--- config.mk ---
export PLATFORM = sky130hd
export DESIGN_NAME = cwd_config_decode
export DESIGN_NICKNAME = d
export VERILOG_FILES = /design/src/hw/cwd_pkg.sv /design/src/hw/cwd_config_decode.sv /design/src/hw/cwd_cfg_store.sv
export SDC_FILE = /design/constraint.sdc
export NUM_CORES = 1
export LEC_CHECK = 0
export ABC_AREA = 1
export BUFFER_PORTS_ARGS = -buffer_cell sky130_fd_sc_hd__buf_2
export CAP_MARGIN = 20
export CORE_UTILIZATION = 35
export DETAILED_ROUTE_END_ITERATION = 10
export MAX_ROUTING_LAYER = met4
export PLACE_DENSITY = 0.58
export SLEW_MARGIN = 20
export SYNTH_ARGS = -nofsm -noshare
export SYNTH_HDL_FRONTEND = slang
export SYNTH_SLANG_ARGS = --single-unit
export TNS_END_PERCENT = 30
--- constraint.sdc ---
create_clock -name sys_clk -period 3.4 [get_ports sys_clk]
set_input_delay 0.34 -clock sys_clk [delete_from_list [all_inputs] [get_ports sys_clk]]
set_output_delay 0.34 -clock sys_clk [all_outputs]
set_load 0.05 [all_outputs]
--- src/hw/cwd_pkg.sv ---
// constants and types shared by the clock and watchdog configuration decoder
// Contract
// (RL1) two-speed start-up runs when its bit is 1, disabled at 0
// (RL2) low-power RC: 1 high-power high-accuracy, 0 low-power low-accuracy
// (RL3) secondary source 1: crystal on both pins; 0: digital clock input pin
// (RL4) start-up select 000 fast RC, 001 fast RC PLL, 010 primary, 011 primary PLL
// (RL5) start-up select 100 secondary, 101 LP RC, 110 500 kHz LP RC div, 111 RC div
// (RL6) switch/monitor 1x both off, 01 switching only, 00 both on
// (RL7) secondary oscillator power: 1 high-power, 0 low-power
// (RL8) frequency range 11 >8 MHz, 10 mid, 01 <100 kHz; 00 reserved
// (RL9) clock output driven only when enabled and primary mode is 11 or 00
// (RL10) primary mode 11 off, 10 high-speed, 01 standard crystal, 00 external
// (RL11) watchdog hardware field 11 always on, 00 always off ignoring software
// (RL12) hardware field 10 software decides; 01 on only while not sleeping
// (RL13) window bit 1 standard, 0 windowed; clear while fully off never resets
// (RL14) prescaler 1 gives 1:128, 0 gives 1:32
// (RL15) postscale ratio is two to the power of the four-bit code
// (RL16) unimplemented configuration bits always read back zero
// (RL17) decoded outputs captured after reset and held for normal operation
package cwd_pkg;
  localparam int ADDR_W = 8;
  // ****************************************************************
  // register offsets
  // ****************************************************************
  localparam logic [7:0] OFF_OSC_SEL = 8'h00;
  localparam logic [7:0] OFF_OSC     = 8'h04;
  localparam logic [7:0] OFF_WDT     = 8'h08;
  localparam logic [7:0] OFF_STATUS  = 8'h0c;
  localparam logic [7:0] OFF_ACTIVE  = 8'h10;
  localparam logic [7:0] OFF_CTRL    = 8'h14;
  localparam logic [1:0] IDX_OSC_SEL = 2'h0;
  localparam logic [1:0] IDX_OSC     = 2'h1;
  localparam logic [1:0] IDX_WDT     = 2'h2;
  // ****************************************************************
  // power-up values of the stored configuration bytes
  // ****************************************************************
  localparam logic [7:0]  RST_OSC_SEL  = 8'he1;
  localparam logic [7:0]  RST_OSC      = 8'h3b;
  localparam logic [7:0]  RST_WDT      = 8'hdf;
  localparam logic [23:0] RST_CFG      = {RST_WDT, RST_OSC, RST_OSC_SEL};
  localparam logic [7:0]  OSC_SEL_MASK = 8'he7;
  // ****************************************************************
  // field positions
  // ****************************************************************
  localparam int B_TWO_SPEED = 7;
  localparam int B_LOW_POWER_RC_OSC_PWR  = 6;
  localparam int B_SEC_SRC   = 5;
  localparam int F_START_LSB = 0;
  localparam int F_CKSM_LSB  = 6;
  localparam int B_SEC_PWR   = 5;
  localparam int F_FREQ_LSB  = 3;
  localparam int B_CLK_OUT   = 2;
  localparam int F_PMD_LSB   = 0;
  localparam int B_WEN_HI    = 7;
  localparam int B_WIN_DIS   = 6;
  localparam int B_WEN_LO    = 5;
  localparam int B_PRESCALE  = 4;
  localparam int F_POST_LSB  = 0;
  // ****************************************************************
  // field codes
  // ****************************************************************
  localparam logic [2:0] SRC_FAST_RC     = 3'h0;
  localparam logic [2:0] SRC_FAST_RC_PLL = 3'h1;
  localparam logic [2:0] SRC_PRIMARY     = 3'h2;
  localparam logic [2:0] SRC_PRIMARY_PLL = 3'h3;
  localparam logic [2:0] SRC_SECONDARY   = 3'h4;
  localparam logic [2:0] SRC_LOW_PWR_RC  = 3'h5;
  localparam logic [2:0] SRC_LP_FAST_DIV = 3'h6;
  localparam logic [2:0] SRC_FAST_RC_DIV = 3'h7;
  localparam logic [1:0] PMD_OFF         = 2'h3;
  localparam logic [1:0] PMD_EXT_CLK     = 2'h0;
  localparam logic [1:0] FREQ_RESERVED   = 2'h0;
  localparam logic [1:0] CKSM_MON_ON     = 2'h0;
  localparam logic [1:0] WEN_ALWAYS      = 2'h3;
  localparam logic [1:0] WEN_SOFTWARE    = 2'h2;
  localparam logic [1:0] WEN_ACTIVE      = 2'h1;
  localparam logic [1:0] WEN_OFF         = 2'h0;
  localparam logic [2:0] PRE_LOG2_LONG   = 3'h7;
  localparam logic [2:0] PRE_LOG2_SHORT  = 3'h5;
  localparam logic [15:0] POST_UNIT      = 16'h0001;
  typedef enum logic [2:0] {
    ST_LOAD0  = 3'b000,
    ST_LOAD1  = 3'b001,
    ST_LOAD2  = 3'b010,
    ST_LOAD3  = 3'b011,
    ST_DECODE = 3'b100,
    ST_RUN    = 3'b101
  } cwd_state_e;
endpackage

--- src/hw/cwd_config_decode.sv ---
// start-up configuration decoder for clocking and watchdog with apb access
`timescale 1ns/100ps
`default_nettype none
module cwd_config_decode (
  input  wire logic                      sys_clk,
  input  wire logic                      sys_rst,
  input  wire logic                      psel,
  input  wire logic                      penable,
  input  wire logic                      pwrite,
  input  wire logic [cwd_pkg::ADDR_W-1:0] paddr,
  input  wire logic [31:0]               pwdata,
  output logic                           pready,
  output logic      [31:0]               prdata,
  output logic                           pslverr,
  input  wire logic                      deviceSleep,
  input  wire logic                      wdtClearInstr,
  input  wire logic                      wdtWindowOpen,
  output logic                           cfgLoaded,
  output logic                           twoSpeedStartupEn,
  output logic                           lowPowerRcHighPower,
  output logic                           secOscCrystalEn,
  output logic                           secDigitalClockInSel,
  output logic      [2:0]                startupOscSelect,
  output logic      [4:0]                startupSrcOneHot,
  output logic                           startupPllEn,
  output logic                           startupDivEn,
  output logic                           clockSwitchEn,
  output logic                           failSafeMonEn,
  output logic                           secOscHighPower,
  output logic      [1:0]                primaryFreqRange,
  output logic                           primaryFreqReserved,
  output logic                           clockOutputEn,
  output logic                           primaryOscEn,
  output logic      [1:0]                primaryOscMode,
  output logic                           wdtEnable,
  output logic                           wdtWindowed,
  output logic      [2:0]                wdtPrescaleLog2,
  output logic      [15:0]               wdtPostscaleRatio,
  output logic                           wdtCounterClear,
  output logic                           wdtResetReq
);
  import cwd_pkg::*;

  // ****************************************************************
  // state
  // ****************************************************************
  typedef struct packed {
    cwd_state_e  st;
    logic [7:0]  selByte;
    logic [7:0]  oscByte;
    logic [7:0]  wdtByte;
    logic        swEn;
    logic        pready;
    logic        pslverr;
    logic [31:0] prdata;
    logic        loaded;
    logic        twoSpeed;
    logic        lpRcHigh;
    logic        secXtal;
    logic        secDigIn;
    logic [2:0]  startSel;
    logic [4:0]  srcHot;
    logic        pllEn;
    logic        divEn;
    logic        swchEn;
    logic        fsmEn;
    logic        secHigh;
    logic [1:0]  freq;
    logic        freqBad;
    logic        clkOut;
    logic        poscEn;
    logic [1:0]  pmd;
    logic        wdtOn;
    logic        windowed;
    logic [2:0]  preLog2;
    logic [15:0] postRatio;
    logic        clrPulse;
    logic        rstReq;
  } cwd_regs_s;

  cwd_regs_s r;
  cwd_regs_s n;

  logic       memWe;
  logic [1:0] memAddr;
  logic [7:0] memWdata;
  logic [7:0] memRdata;
  logic       access;
  logic       mapped;
  logic       isCfg;

  // ****************************************************************
  // decoding helpers
  // ****************************************************************
  // one-hot order: fast rc, low-power fast rc, low-power rc, secondary, primary
  function automatic logic [4:0] srcDecode(input logic [2:0] code);
    logic [4:0] hot;
    hot = 5'h00;
    case (code)
      SRC_FAST_RC,
      SRC_FAST_RC_PLL,
      SRC_FAST_RC_DIV: hot = 5'h10;                  // [RL4] [RL5]
      SRC_LP_FAST_DIV: hot = 5'h08;                  // [RL5]
      SRC_LOW_PWR_RC:  hot = 5'h04;                  // [RL5]
      SRC_SECONDARY:   hot = 5'h02;                  // [RL5]
      SRC_PRIMARY,
      SRC_PRIMARY_PLL: hot = 5'h01;                  // [RL4]
      default:         hot = 5'h00;
    endcase
    return hot;
  endfunction

  function automatic logic wdtDecide(input logic [1:0] hw,
                                     input logic       sw,
                                     input logic       sleep);
    logic on;
    on = 1'b0;
    case (hw)
      WEN_ALWAYS:   on = 1'b1;                       // [RL11]
      WEN_SOFTWARE: on = sw;                         // [RL12]
      WEN_ACTIVE:   on = !sleep;                     // [RL12]
      WEN_OFF:      on = 1'b0;                       // [RL11]
      default:      on = 1'b0;
    endcase
    return on;
  endfunction

  function automatic logic [7:0] implMask(input logic [1:0] idx);
    return (idx == IDX_OSC_SEL) ? OSC_SEL_MASK : 8'hff;
  endfunction

  // ****************************************************************
  // configuration store
  // ****************************************************************
  cwd_cfg_store #(
    .DEPTH  (3),
    .WIDTH  (8),
    .AW     (2),
    .INIT   (RST_CFG)
  ) u_store (
    .sys_clk (sys_clk),
    .sys_rst (sys_rst),
    .wrEn    (memWe),
    .addr    (memAddr),
    .wrData  (memWdata),
    .rdData  (memRdata)
  );

  assign access = psel && penable;
  assign isCfg  = (paddr == OFF_OSC_SEL) || (paddr == OFF_OSC) || (paddr == OFF_WDT);
  assign mapped = isCfg || (paddr == OFF_STATUS) || (paddr == OFF_ACTIVE)
                  || (paddr == OFF_CTRL);

  // ****************************************************************
  // next state
  // ****************************************************************
  always_comb
  begin
    n          = r;
    n.pready   = 1'b0;
    n.pslverr  = 1'b0;
    n.clrPulse = 1'b0;
    n.rstReq   = 1'b0;
    memWe      = 1'b0;
    memAddr    = paddr[3:2];
    memWdata   = pwdata[7:0] & implMask(paddr[3:2]);       // [RL16]
    case (r.st)
      // the store is read back one byte per cycle after reset is released
      ST_LOAD0:
      begin
        memAddr = IDX_OSC_SEL;
        n.st    = ST_LOAD1;
      end
      ST_LOAD1:
      begin
        memAddr   = IDX_OSC;
        n.selByte = memRdata & OSC_SEL_MASK;                // [RL16]
        n.st      = ST_LOAD2;
      end
      ST_LOAD2:
      begin
        memAddr   = IDX_WDT;
        n.oscByte = memRdata;
        n.st      = ST_LOAD3;
      end
      ST_LOAD3:
      begin
        n.wdtByte = memRdata;
        n.st      = ST_DECODE;
      end
      // decoded once; nothing below touches these fields again until reset
      ST_DECODE:
      begin
        n.loaded    = 1'b1;                                 // [RL17]
        n.twoSpeed  = r.selByte[B_TWO_SPEED];               // [RL1]
        n.lpRcHigh  = r.selByte[B_LOW_POWER_RC_OSC_PWR];                // [RL2]
        n.secXtal   = r.selByte[B_SEC_SRC];                 // [RL3]
        n.secDigIn  = !r.selByte[B_SEC_SRC];                // [RL3]
        n.startSel  = r.selByte[F_START_LSB +: 3];
        n.srcHot    = srcDecode(r.selByte[F_START_LSB +: 3]);
        n.pllEn     = (r.selByte[F_START_LSB +: 3] == SRC_FAST_RC_PLL)
                      || (r.selByte[F_START_LSB +: 3] == SRC_PRIMARY_PLL); // [RL4]
        n.divEn     = (r.selByte[F_START_LSB +: 3] == SRC_FAST_RC_PLL)
                      || (r.selByte[F_START_LSB +: 3] == SRC_LP_FAST_DIV)
                      || (r.selByte[F_START_LSB +: 3] == SRC_FAST_RC_DIV); // [RL5]
        n.swchEn    = !r.oscByte[F_CKSM_LSB + 1];           // [RL6]
        n.fsmEn     = (r.oscByte[F_CKSM_LSB +: 2] == CKSM_MON_ON); // [RL6]
        n.secHigh   = r.oscByte[B_SEC_PWR];                 // [RL7]
        n.freq      = r.oscByte[F_FREQ_LSB +: 2];           // [RL8]
        n.freqBad   = (r.oscByte[F_FREQ_LSB +: 2] == FREQ_RESERVED); // [RL8]
        n.pmd       = r.oscByte[F_PMD_LSB +: 2];            // [RL10]
        n.poscEn    = (r.oscByte[F_PMD_LSB +: 2] != PMD_OFF); // [RL10]
        n.clkOut    = r.oscByte[B_CLK_OUT]
                      && ((r.oscByte[F_PMD_LSB +: 2] == PMD_OFF)
                      || (r.oscByte[F_PMD_LSB +: 2] == PMD_EXT_CLK)); // [RL9]
        n.windowed  = !r.wdtByte[B_WIN_DIS];                // [RL13]
        n.preLog2   = r.wdtByte[B_PRESCALE] ? PRE_LOG2_LONG
                                            : PRE_LOG2_SHORT; // [RL14]
        n.postRatio = POST_UNIT << r.wdtByte[F_POST_LSB +: 4]; // [RL15]
        n.st        = ST_RUN;
      end
      ST_RUN:
      begin
        // the hardware field sits split over bits 7 and 5
        n.wdtOn = wdtDecide({r.wdtByte[B_WEN_HI], r.wdtByte[B_WEN_LO]},
                            r.swEn, deviceSleep);           // [RL11] [RL12]
        // a clear while the watchdog is off does nothing at all
        if (wdtClearInstr && wdtDecide({r.wdtByte[B_WEN_HI], r.wdtByte[B_WEN_LO]},
                                       r.swEn, deviceSleep))
        begin
          if (r.windowed && !wdtWindowOpen)
          begin
            n.rstReq = 1'b1;                                // [RL13]
          end
          else
          begin
            n.clrPulse = 1'b1;
          end
        end
        // one wait state: the store read data register needs a cycle
        if (access && !r.pready)
        begin
          n.pready  = 1'b1;
          n.pslverr = !mapped;
          n.prdata  = 32'h0000_0000;
          if (isCfg)
          begin
            n.prdata = {24'h00_0000, memRdata};             // [RL16]
          end
          else if (paddr == OFF_STATUS)
          begin
            n.prdata = {24'h00_0000, r.wdtOn, r.windowed, r.freqBad, r.clkOut,
                        r.fsmEn, r.swchEn, r.poscEn, r.loaded};
          end
          else if (paddr == OFF_ACTIVE)
          begin
            n.prdata = {8'h00, r.wdtByte, r.oscByte, r.selByte}; // [RL17]
          end
          else if (paddr == OFF_CTRL)
          begin
            n.prdata = {31'h0000_0000, r.swEn};
          end
        end
        // writes take effect only on the completing edge
        if (access && r.pready && pwrite)
        begin
          memWe = isCfg;
          if (paddr == OFF_CTRL)
          begin
            n.swEn = pwdata[0];
          end
        end
      end
      default:
      begin
        n.st = ST_LOAD0;
      end
    endcase
  end

  // ****************************************************************
  // registers
  // ****************************************************************
  always_ff @(posedge sys_clk)
  begin
    if (sys_rst)
    begin
      r <= '0;
    end
    else
    begin
      r <= n;
    end
  end

  assign pready               = r.pready;
  assign prdata               = r.prdata;
  assign pslverr              = r.pslverr;
  assign cfgLoaded            = r.loaded;
  assign twoSpeedStartupEn    = r.twoSpeed;
  assign lowPowerRcHighPower  = r.lpRcHigh;
  assign secOscCrystalEn      = r.secXtal;
  assign secDigitalClockInSel = r.secDigIn;
  assign startupOscSelect     = r.startSel;
  assign startupSrcOneHot     = r.srcHot;
  assign startupPllEn         = r.pllEn;
  assign startupDivEn         = r.divEn;
  assign clockSwitchEn        = r.swchEn;
  assign failSafeMonEn        = r.fsmEn;
  assign secOscHighPower      = r.secHigh;
  assign primaryFreqRange     = r.freq;
  assign primaryFreqReserved  = r.freqBad;
  assign clockOutputEn        = r.clkOut;
  assign primaryOscEn         = r.poscEn;
  assign primaryOscMode       = r.pmd;
  assign wdtEnable            = r.wdtOn;
  assign wdtWindowed          = r.windowed;
  assign wdtPrescaleLog2      = r.preLog2;
  assign wdtPostscaleRatio    = r.postRatio;
  assign wdtCounterClear      = r.clrPulse;
  assign wdtResetReq          = r.rstReq;
endmodule // cwd_config_decode
`default_nettype wire

--- src/hw/cwd_cfg_store.sv ---
// small register-read store that holds the programmed configuration bytes
`timescale 1ns/100ps
`default_nettype none
module cwd_cfg_store #(
  parameter int               DEPTH = 3,
  parameter int               WIDTH = 8,
  parameter int               AW    = 2,
  parameter logic [DEPTH*WIDTH-1:0] INIT = '0
) (
  input  wire logic             sys_clk,
  input  wire logic             sys_rst,
  input  wire logic             wrEn,
  input  wire logic [AW-1:0]    addr,
  input  wire logic [WIDTH-1:0] wrData,
  output logic      [WIDTH-1:0] rdData
);
  typedef struct packed {
    logic [DEPTH-1:0][WIDTH-1:0] mem;
    logic [WIDTH-1:0]            rdata;
  } cwd_store_s;
  // power-up contents stand in for the factory-programmed bytes
  cwd_store_s r = {INIT, {WIDTH{1'b0}}};
  cwd_store_s n;
  always_comb
  begin
    n = r;
    n.rdata = '0;
    if (int'(addr) < DEPTH)
    begin
      n.rdata = r.mem[addr];
      if (wrEn)
      begin
        n.mem[addr] = wrData;
      end
    end
  end
  always_ff @(posedge sys_clk)
  begin
    if (sys_rst)
    begin
      // programmed bytes must survive reset so the next load decodes them
      r <= {r.mem, {WIDTH{1'b0}}};
    end
    else
    begin
      r <= n;
    end
  end
  assign rdData = r.rdata;
endmodule // cwd_cfg_store
`default_nettype wire

# Yosys cells after proc, flatten, opt, wreduce, memory -nomap -nowiden
# Memories as Yosys holds them, arrays and structs flattened. A register that Yosys moved wholly into a read port is not among the register bits.
# Index checks and enable logic that the tools add are counted.
totals:
  n_memories: 1
  inputBits: 48
  out_inout_bits: 82
  ff_bits: 135
  wordCells: 122
  romBits: 40
memory_table:
  columns: ["memory", "words", "width", "read_ports", "rd_clocked_by_memory_dff", "wr", "line_no", "source"]
  rows:
  - ["(name not given)", 8, 5, 1, 1, 0, "cwd_config_decode.sv:99", "case (code)"]
classes:
  shifts: 1
  bitwise: 6
  mux: 20
  reduce_logical: 38
  eq_ne: 19
  order_cmp: 3
op_table:
  columns: ["op", "count"]
  rows:
  - ["$mux W24", 3]
  - ["$mux W34", 1]
  - ["$bwmux W24", 1]
  - ["$pmux W3 S6", 1]
  - ["$bmux W8 S2", 1]
  - ["$demux W8 S2", 1]
  - ["$eq A8 B4 Y1 const B", 2]
  - ["$eq A8 B5 Y1 const B", 2]
  - ["$mux W8", 2]
  - ["$shl A1 B4 Y16 const A", 1]
  - ["$eq A3 B3 Y1 const B", 4]
  - ["$logic_not A2 Y1", 5]
  - ["$eq A3 B2 Y1 const B", 3]
  - ["$logic_or A1 B1 Y1", 9]
  - ["$and A8 B8 Y8", 1]
  - ["$eq A8 B3 Y1 const B", 1]
  - ["$logic_and A1 B1 Y1", 8]
  - ["$logic_not A8 Y1", 1]
  - ["$logic_not A1 Y1", 7]
  - ["$eq A2 B2 Y1 const B", 3]
  - ["$eq A3 B1 Y1 const B", 2]
  - ["$mux W1", 6]
  - ["$pmux W2 S3", 1]
  - ["$reduce_and A3 Y1", 2]
  - ["13 further kinds", 19]

# Longest topological paths before layout
logic_depth:
  depth_word: 8
  depth_mapped: 9
  mapped_depth_nobuf: 9

# Cells and area by module
# From an unflattened synthesis, not the netlist that was laid out.
unflattened:
  hier_cells: 651
  hier_area_um2: 5461.5
modules_own_cells:
  columns: ["module", "seq_area_each_um2", "cells_per_inst", "area_each_um2", "instances"]
  rows:
  - ["cwd_config_decode", 1961.9, 550, 4216.5, 1]
  - ["cwd_cfg_store", 880.8, 101, 1244.9, 1]

# Least setup slack after synthesis
# OpenSTA, ideal clock, no wires.
synth_timing:
  path_type: "reg2reg"
  startpoint: "register r (netlist bit pready)"
  endpoint: "register u_store.r[10] (netlist name), enable pin"
  arrival_time_ps: 1610
  setup_slack_ps: 1420
  path_stages_with_launch: 5
  t_required_ps: 3030
  synth_period_minus_slack_ps: 1980
  path_buffers: 0
  setup_time_ps: 370
  cell_sequence: "dfxtp_1 > nand2_1 > nor3_2 > nand3b_4 > nor2_1"
synth_between:
  elab_chain_cells: 5
synth_rtl:
  columns: ["element", "line_no", "source"]
  rows:
  - ["start, declared", "cwd_config_decode.sv:81", "cwd_regs_s r;"]
  - ["start signal, assigned", "cwd_config_decode.sv:292", "r <= n;"]
  - ["$logic_and A1 B1 Y1 (2 in a row)", "cwd_config_decode.sv:265", "if (access && r.pready && pwrite)"]
  - ["$mux W1", "cwd_config_decode.sv:265", null]
  - ["$mux W1", "cwd_config_decode.sv:167", "case (r.st)"]
  - ["$reduce_and A3 Y1 (no source line)", null, null]
  - ["end signal, assigned", "cwd_cfg_store.sv:42", "r <= {r.mem, {WIDTH{1'b0}}};"]
  - ["end signal, assigned", "cwd_cfg_store.sv:46", "r <= n;"]
  - ["end, declared", "cwd_cfg_store.sv:22", "cwd_store_s r = {INIT, {WIDTH{1'b0}}};"]
# Every way passes these cells.
# A chain may end at the register's enable or synchronous reset.

# Worst setup path after layout
layout_timing:
  startpoint: "register r[109] (netlist name)"
  endpoint: "register u_store.r[30] (netlist name), enable pin"
layout_between:
  elab_chain_cells: 4
  elab_cells_between_ends: 8
  cone_classes: "1 x order compare; 3 x eq/ne; 2 x mux; 2 x reduce/logical"
layout_rtl:
  columns: ["element", "line_no", "source"]
  rows:
  - ["$eq A3 B2 Y1, or another cell as far along", "cwd_config_decode.sv:167", null]
  - ["$pmux W2 S3", "cwd_config_decode.sv:167", null]
  - ["$lt A2 B2 Y1", "cwd_cfg_store.sv:28", "if (int'(addr) < DEPTH)"]
  - ["$reduce_and A3 Y1 (no source line) (*)", null, null]
# Mark *: on every way between the ends. The rest lies on a longest branch, timed or not.

==> results.yml <==
synthesis:
  synth_edf_count: 24
  yosysWarnings: 0
  ys_types: 35
  synthFlopType: "dfxtp_1"
  netlist_area_um2: 5410
  seq_area_frac_synth_pct: 52.6
  syn_avg_cell_area_um2: 8.54
  ys_ff_latch: 130
  synthArstFlopShare_pct: 0
  synthCells: 633
clocking:
  cts-htree-levels: 4
  clk_pin_slew_worst_paths_ns: 0.05
  clk_latency_ns: 0.41
  cts.hold.buffers_added: 0
  clk_path_buf_depth: 2
  post_cts_resized: 0
  postCtsSetupBuffers: 0
  cts_made_buffers: 17
  cts-root-buf: "clkbuf_16"
  cts_tree: "built"
  cts.sinks: 130
critical_path:
  worstPathArrival_ns: 2.46
  critPathCaptureType: "flip-flop"
  cpPeakStageDelay_ns: 0.60
  regToRegStartpoint: "r[109]$_SDFFE_PP0P_"
  r2r_slack_ns: 0.98
  cp_common_cell: "nand2_2"
  endpoint: "u_store.r[30]$_DFFE_PP_"
  r2r-end: "u_store.r[30]$_DFFE_PP_"
  path_max_fanout: 11
  path_cells: "inv_2 > nand2_2 > nand2_2 > nand2_2 > o21ai_2 > nand3b_4 > nor2_1"
  cp_data_required_time_ns: 3.44
  critPathSlowestCell: "nor2_1"
  start_kind: "flip-flop"
  crit_buf_inv: 1
  worstSetupPathType: "reg -> reg"
  crit_cells: 7
  path_delay_family: "simple AND/OR/NAND/NOR gates"
  cp-startpoint: "r[109]$_SDFFE_PP0P_"
  reg2reg_depth: 7
routing:
  first_iter_violations: 267
  drt-wirelength-per-cell_um: 14.6
  ant_nets: 0
  totalWireLength_um: 12700
  drc: 0
  dr.pass1.iters: 5
  routed_via_density: 4.83
  via_count: 4202
floorplanning:
  die_width_um: 126
  row_count: 45
  die_h_um: 126
  initial_core_util_pct: 35.7
  core_um2: 15100
  die_area_um2: 15900
  num_io_pins: 130
global_routing:
  track_usage_pct: 17.4
  grt_overflow_total: 0
  antenna_found_initial: 0
  grt_pass1_vias: 3962
  grt_pass1_wl_um: 20300
  grt_max_degree: 58
placement:
  dp.cells: 839
  routabilityCongestion: 0.799
  hpwl_um: 8670
  portBuffers: 97
  dp_slack_ns: 0.986
worst_hold_path:
  min_path_type: "in -> reg"
  min_from: "wdtWindowOpen"
sta:
  slew_violations: 0
  setup_slack_ns: 0.981
  tns_ns: 0
  maxSlewHeadroom_pct: 34.5
  finalCriticalPeriod_ns: 2.42
  rsz0062_at_grt: "no"
  setup_viol: 0
  post-route-period-util_pct: 71.1
  finalHoldViolCount: 0
  hold_ws_ns: 0.101
  tightest_slew_ns: 0.979
  max_freq_mhz: 413
  fin_skew_ns: 0.00798
power_and_ir_drop:
  power.leakage_nw: 2.65
  ir_drop_mv: 0.400
  powerDensity_nw_per_um2: 614
final_layout:
  diodes: 0
  fill_cells: 1520
  layout-drive-gt1-share_pct: 20.7
  fin_nets: 719
  final_cell_count_no_fill: 870
  syn2layout_area_growth_pct: 13.7
  multiInputGateArea_um2: 1820
  seqCellArea_um2: 2840
outcome:
  status: "completed"
job:
  cap_violations: 0
flip-flops by register name, summed over array words and instances, names as in the netlist, 2 cells and up:
register and flops:
wdtPrescaleLog2 2, r 26, u_store.r 24, u_store.rdData 8, primaryOscMode 2, prdata 24, startupOscSelect 3, primaryFreqRange 2
wdtPostscaleRatio 16, startupSrcOneHot 5
metrics by stage:
| stage | power, W | instance area (um2) | util (%) |
|---|---|---|---|
| final | 0.00377 | 6150 | 40.6 |
| after global routing | 0.00393 | 6150 | 40.6 |
| after CTS | 0.00380 | 6150 | 40.6 |
| after detailed placement | 0.00202 | 5560 | 36.7 |
| after global placement | 0.00201 | 5560 | 36.7 |
| after floorplan | 0.00195 | 5430 | - |
worst register-to-register path, cell delays in order (launching register included):
cell,delay (ns)
dfxtp_1,0.46
inv_2,0.10
nand2_2,0.12
nand2_2,0.09
nand2_2,0.26
o21ai_2,0.21
nand3b_4,0.20
nor2_1,0.60
cells in the final DEF, fill, tap and decap left out, drive strengths merged, types with 2 or more instances in the layout:
cell type and instances:
inv 40, nand3b 2, conb 8, o211ai 2
nor3 14, dfxtp 106, clkbuf 27, clkinv 3
nor2 98, nand2 84, bufinv 2, o21ai 56
edfxtp 24, a22oi 13, nand3 24, buf 100
a21oi 61, a31oi 13
metal layers:
layer | part of all wire [%] | GRT usage, % | vias up
met4 | 2.6 | 8.29 | 0
met3 | 5.6 | 5.35 | 25
li1 | - | - | 2111
met2 | 47 | 26.3 | 140
met1 | 45 | 21.1 | 1926
met5 | 0 | - | -
worst min-delay path by stage:
stage                                             to  cells after the start
floorplan                     wdtResetReq$_SDFF_PP0_                      1
global placement              prdata[0]$_SDFFE_PP0P_                      2
detailed placement  startupSrcOneHot[2]$_SDFFE_PP0N_                      2
CTS                           wdtResetReq$_SDFF_PP0_                      2
global route                  wdtResetReq$_SDFF_PP0_                      2
finish                        wdtResetReq$_SDFF_PP0_                      2
synthesized netlist by cell type (2+ instances only):
master / n / area share, %
nand2_2: 4 / 0.46
a21oi_1: 60 / 5.6
a22oi_1: 13 / 1.8
buf_4: 64 / 8.9
o211ai_1: 2 / 0.28
edfxtp_1: 24 / 13
nor3_1: 12 / 1.1
clkbuf_1: 13 / 0.90
a31oi_1: 13 / 1.5
dfxtp_1: 106 / 39
buf_2: 8 / 0.74
nand2_1: 79 / 5.5
buf_6: 4 / 0.83
nor2_1: 96 / 6.7
nand3_1: 23 / 2.1
o21ai_0: 55 / 5.1
inv_1: 37 / 2.6
inv_2: 3 / 0.21
power breakdown:
group	total (W)	leakage [nW]	internal [W]	switching, W
Sequential	0.00167	1.08	0.00162	0.0000490
Combinational	0.000313	1.29	0.0000782	0.000234
Clock	0.00179	0.287	0.00117	0.000613
cell type report:
class	instances	share of cell area, %
multi-input cells	380	29.6
flip-flops and latches	130	46.3
inverters	41	2.50
well taps	188	3.83
repair buffers	100	8.27
clock inverters	4	1.14
clock buffers	27	8.37
cells by family after synthesis:
family                   after synthesis  synth area share, %
adder cells (fa/ha/maj)                1                0.231
flip-flops                           130                 52.6
buffers and inverters                130                 14.2
other                                  1               0.0694
AND/OR/NAND/NOR                      225                 18.1
AO/OA/AOI/OAI                        146                 14.8
No activity file was read; power rests on OpenSTA's default activity.
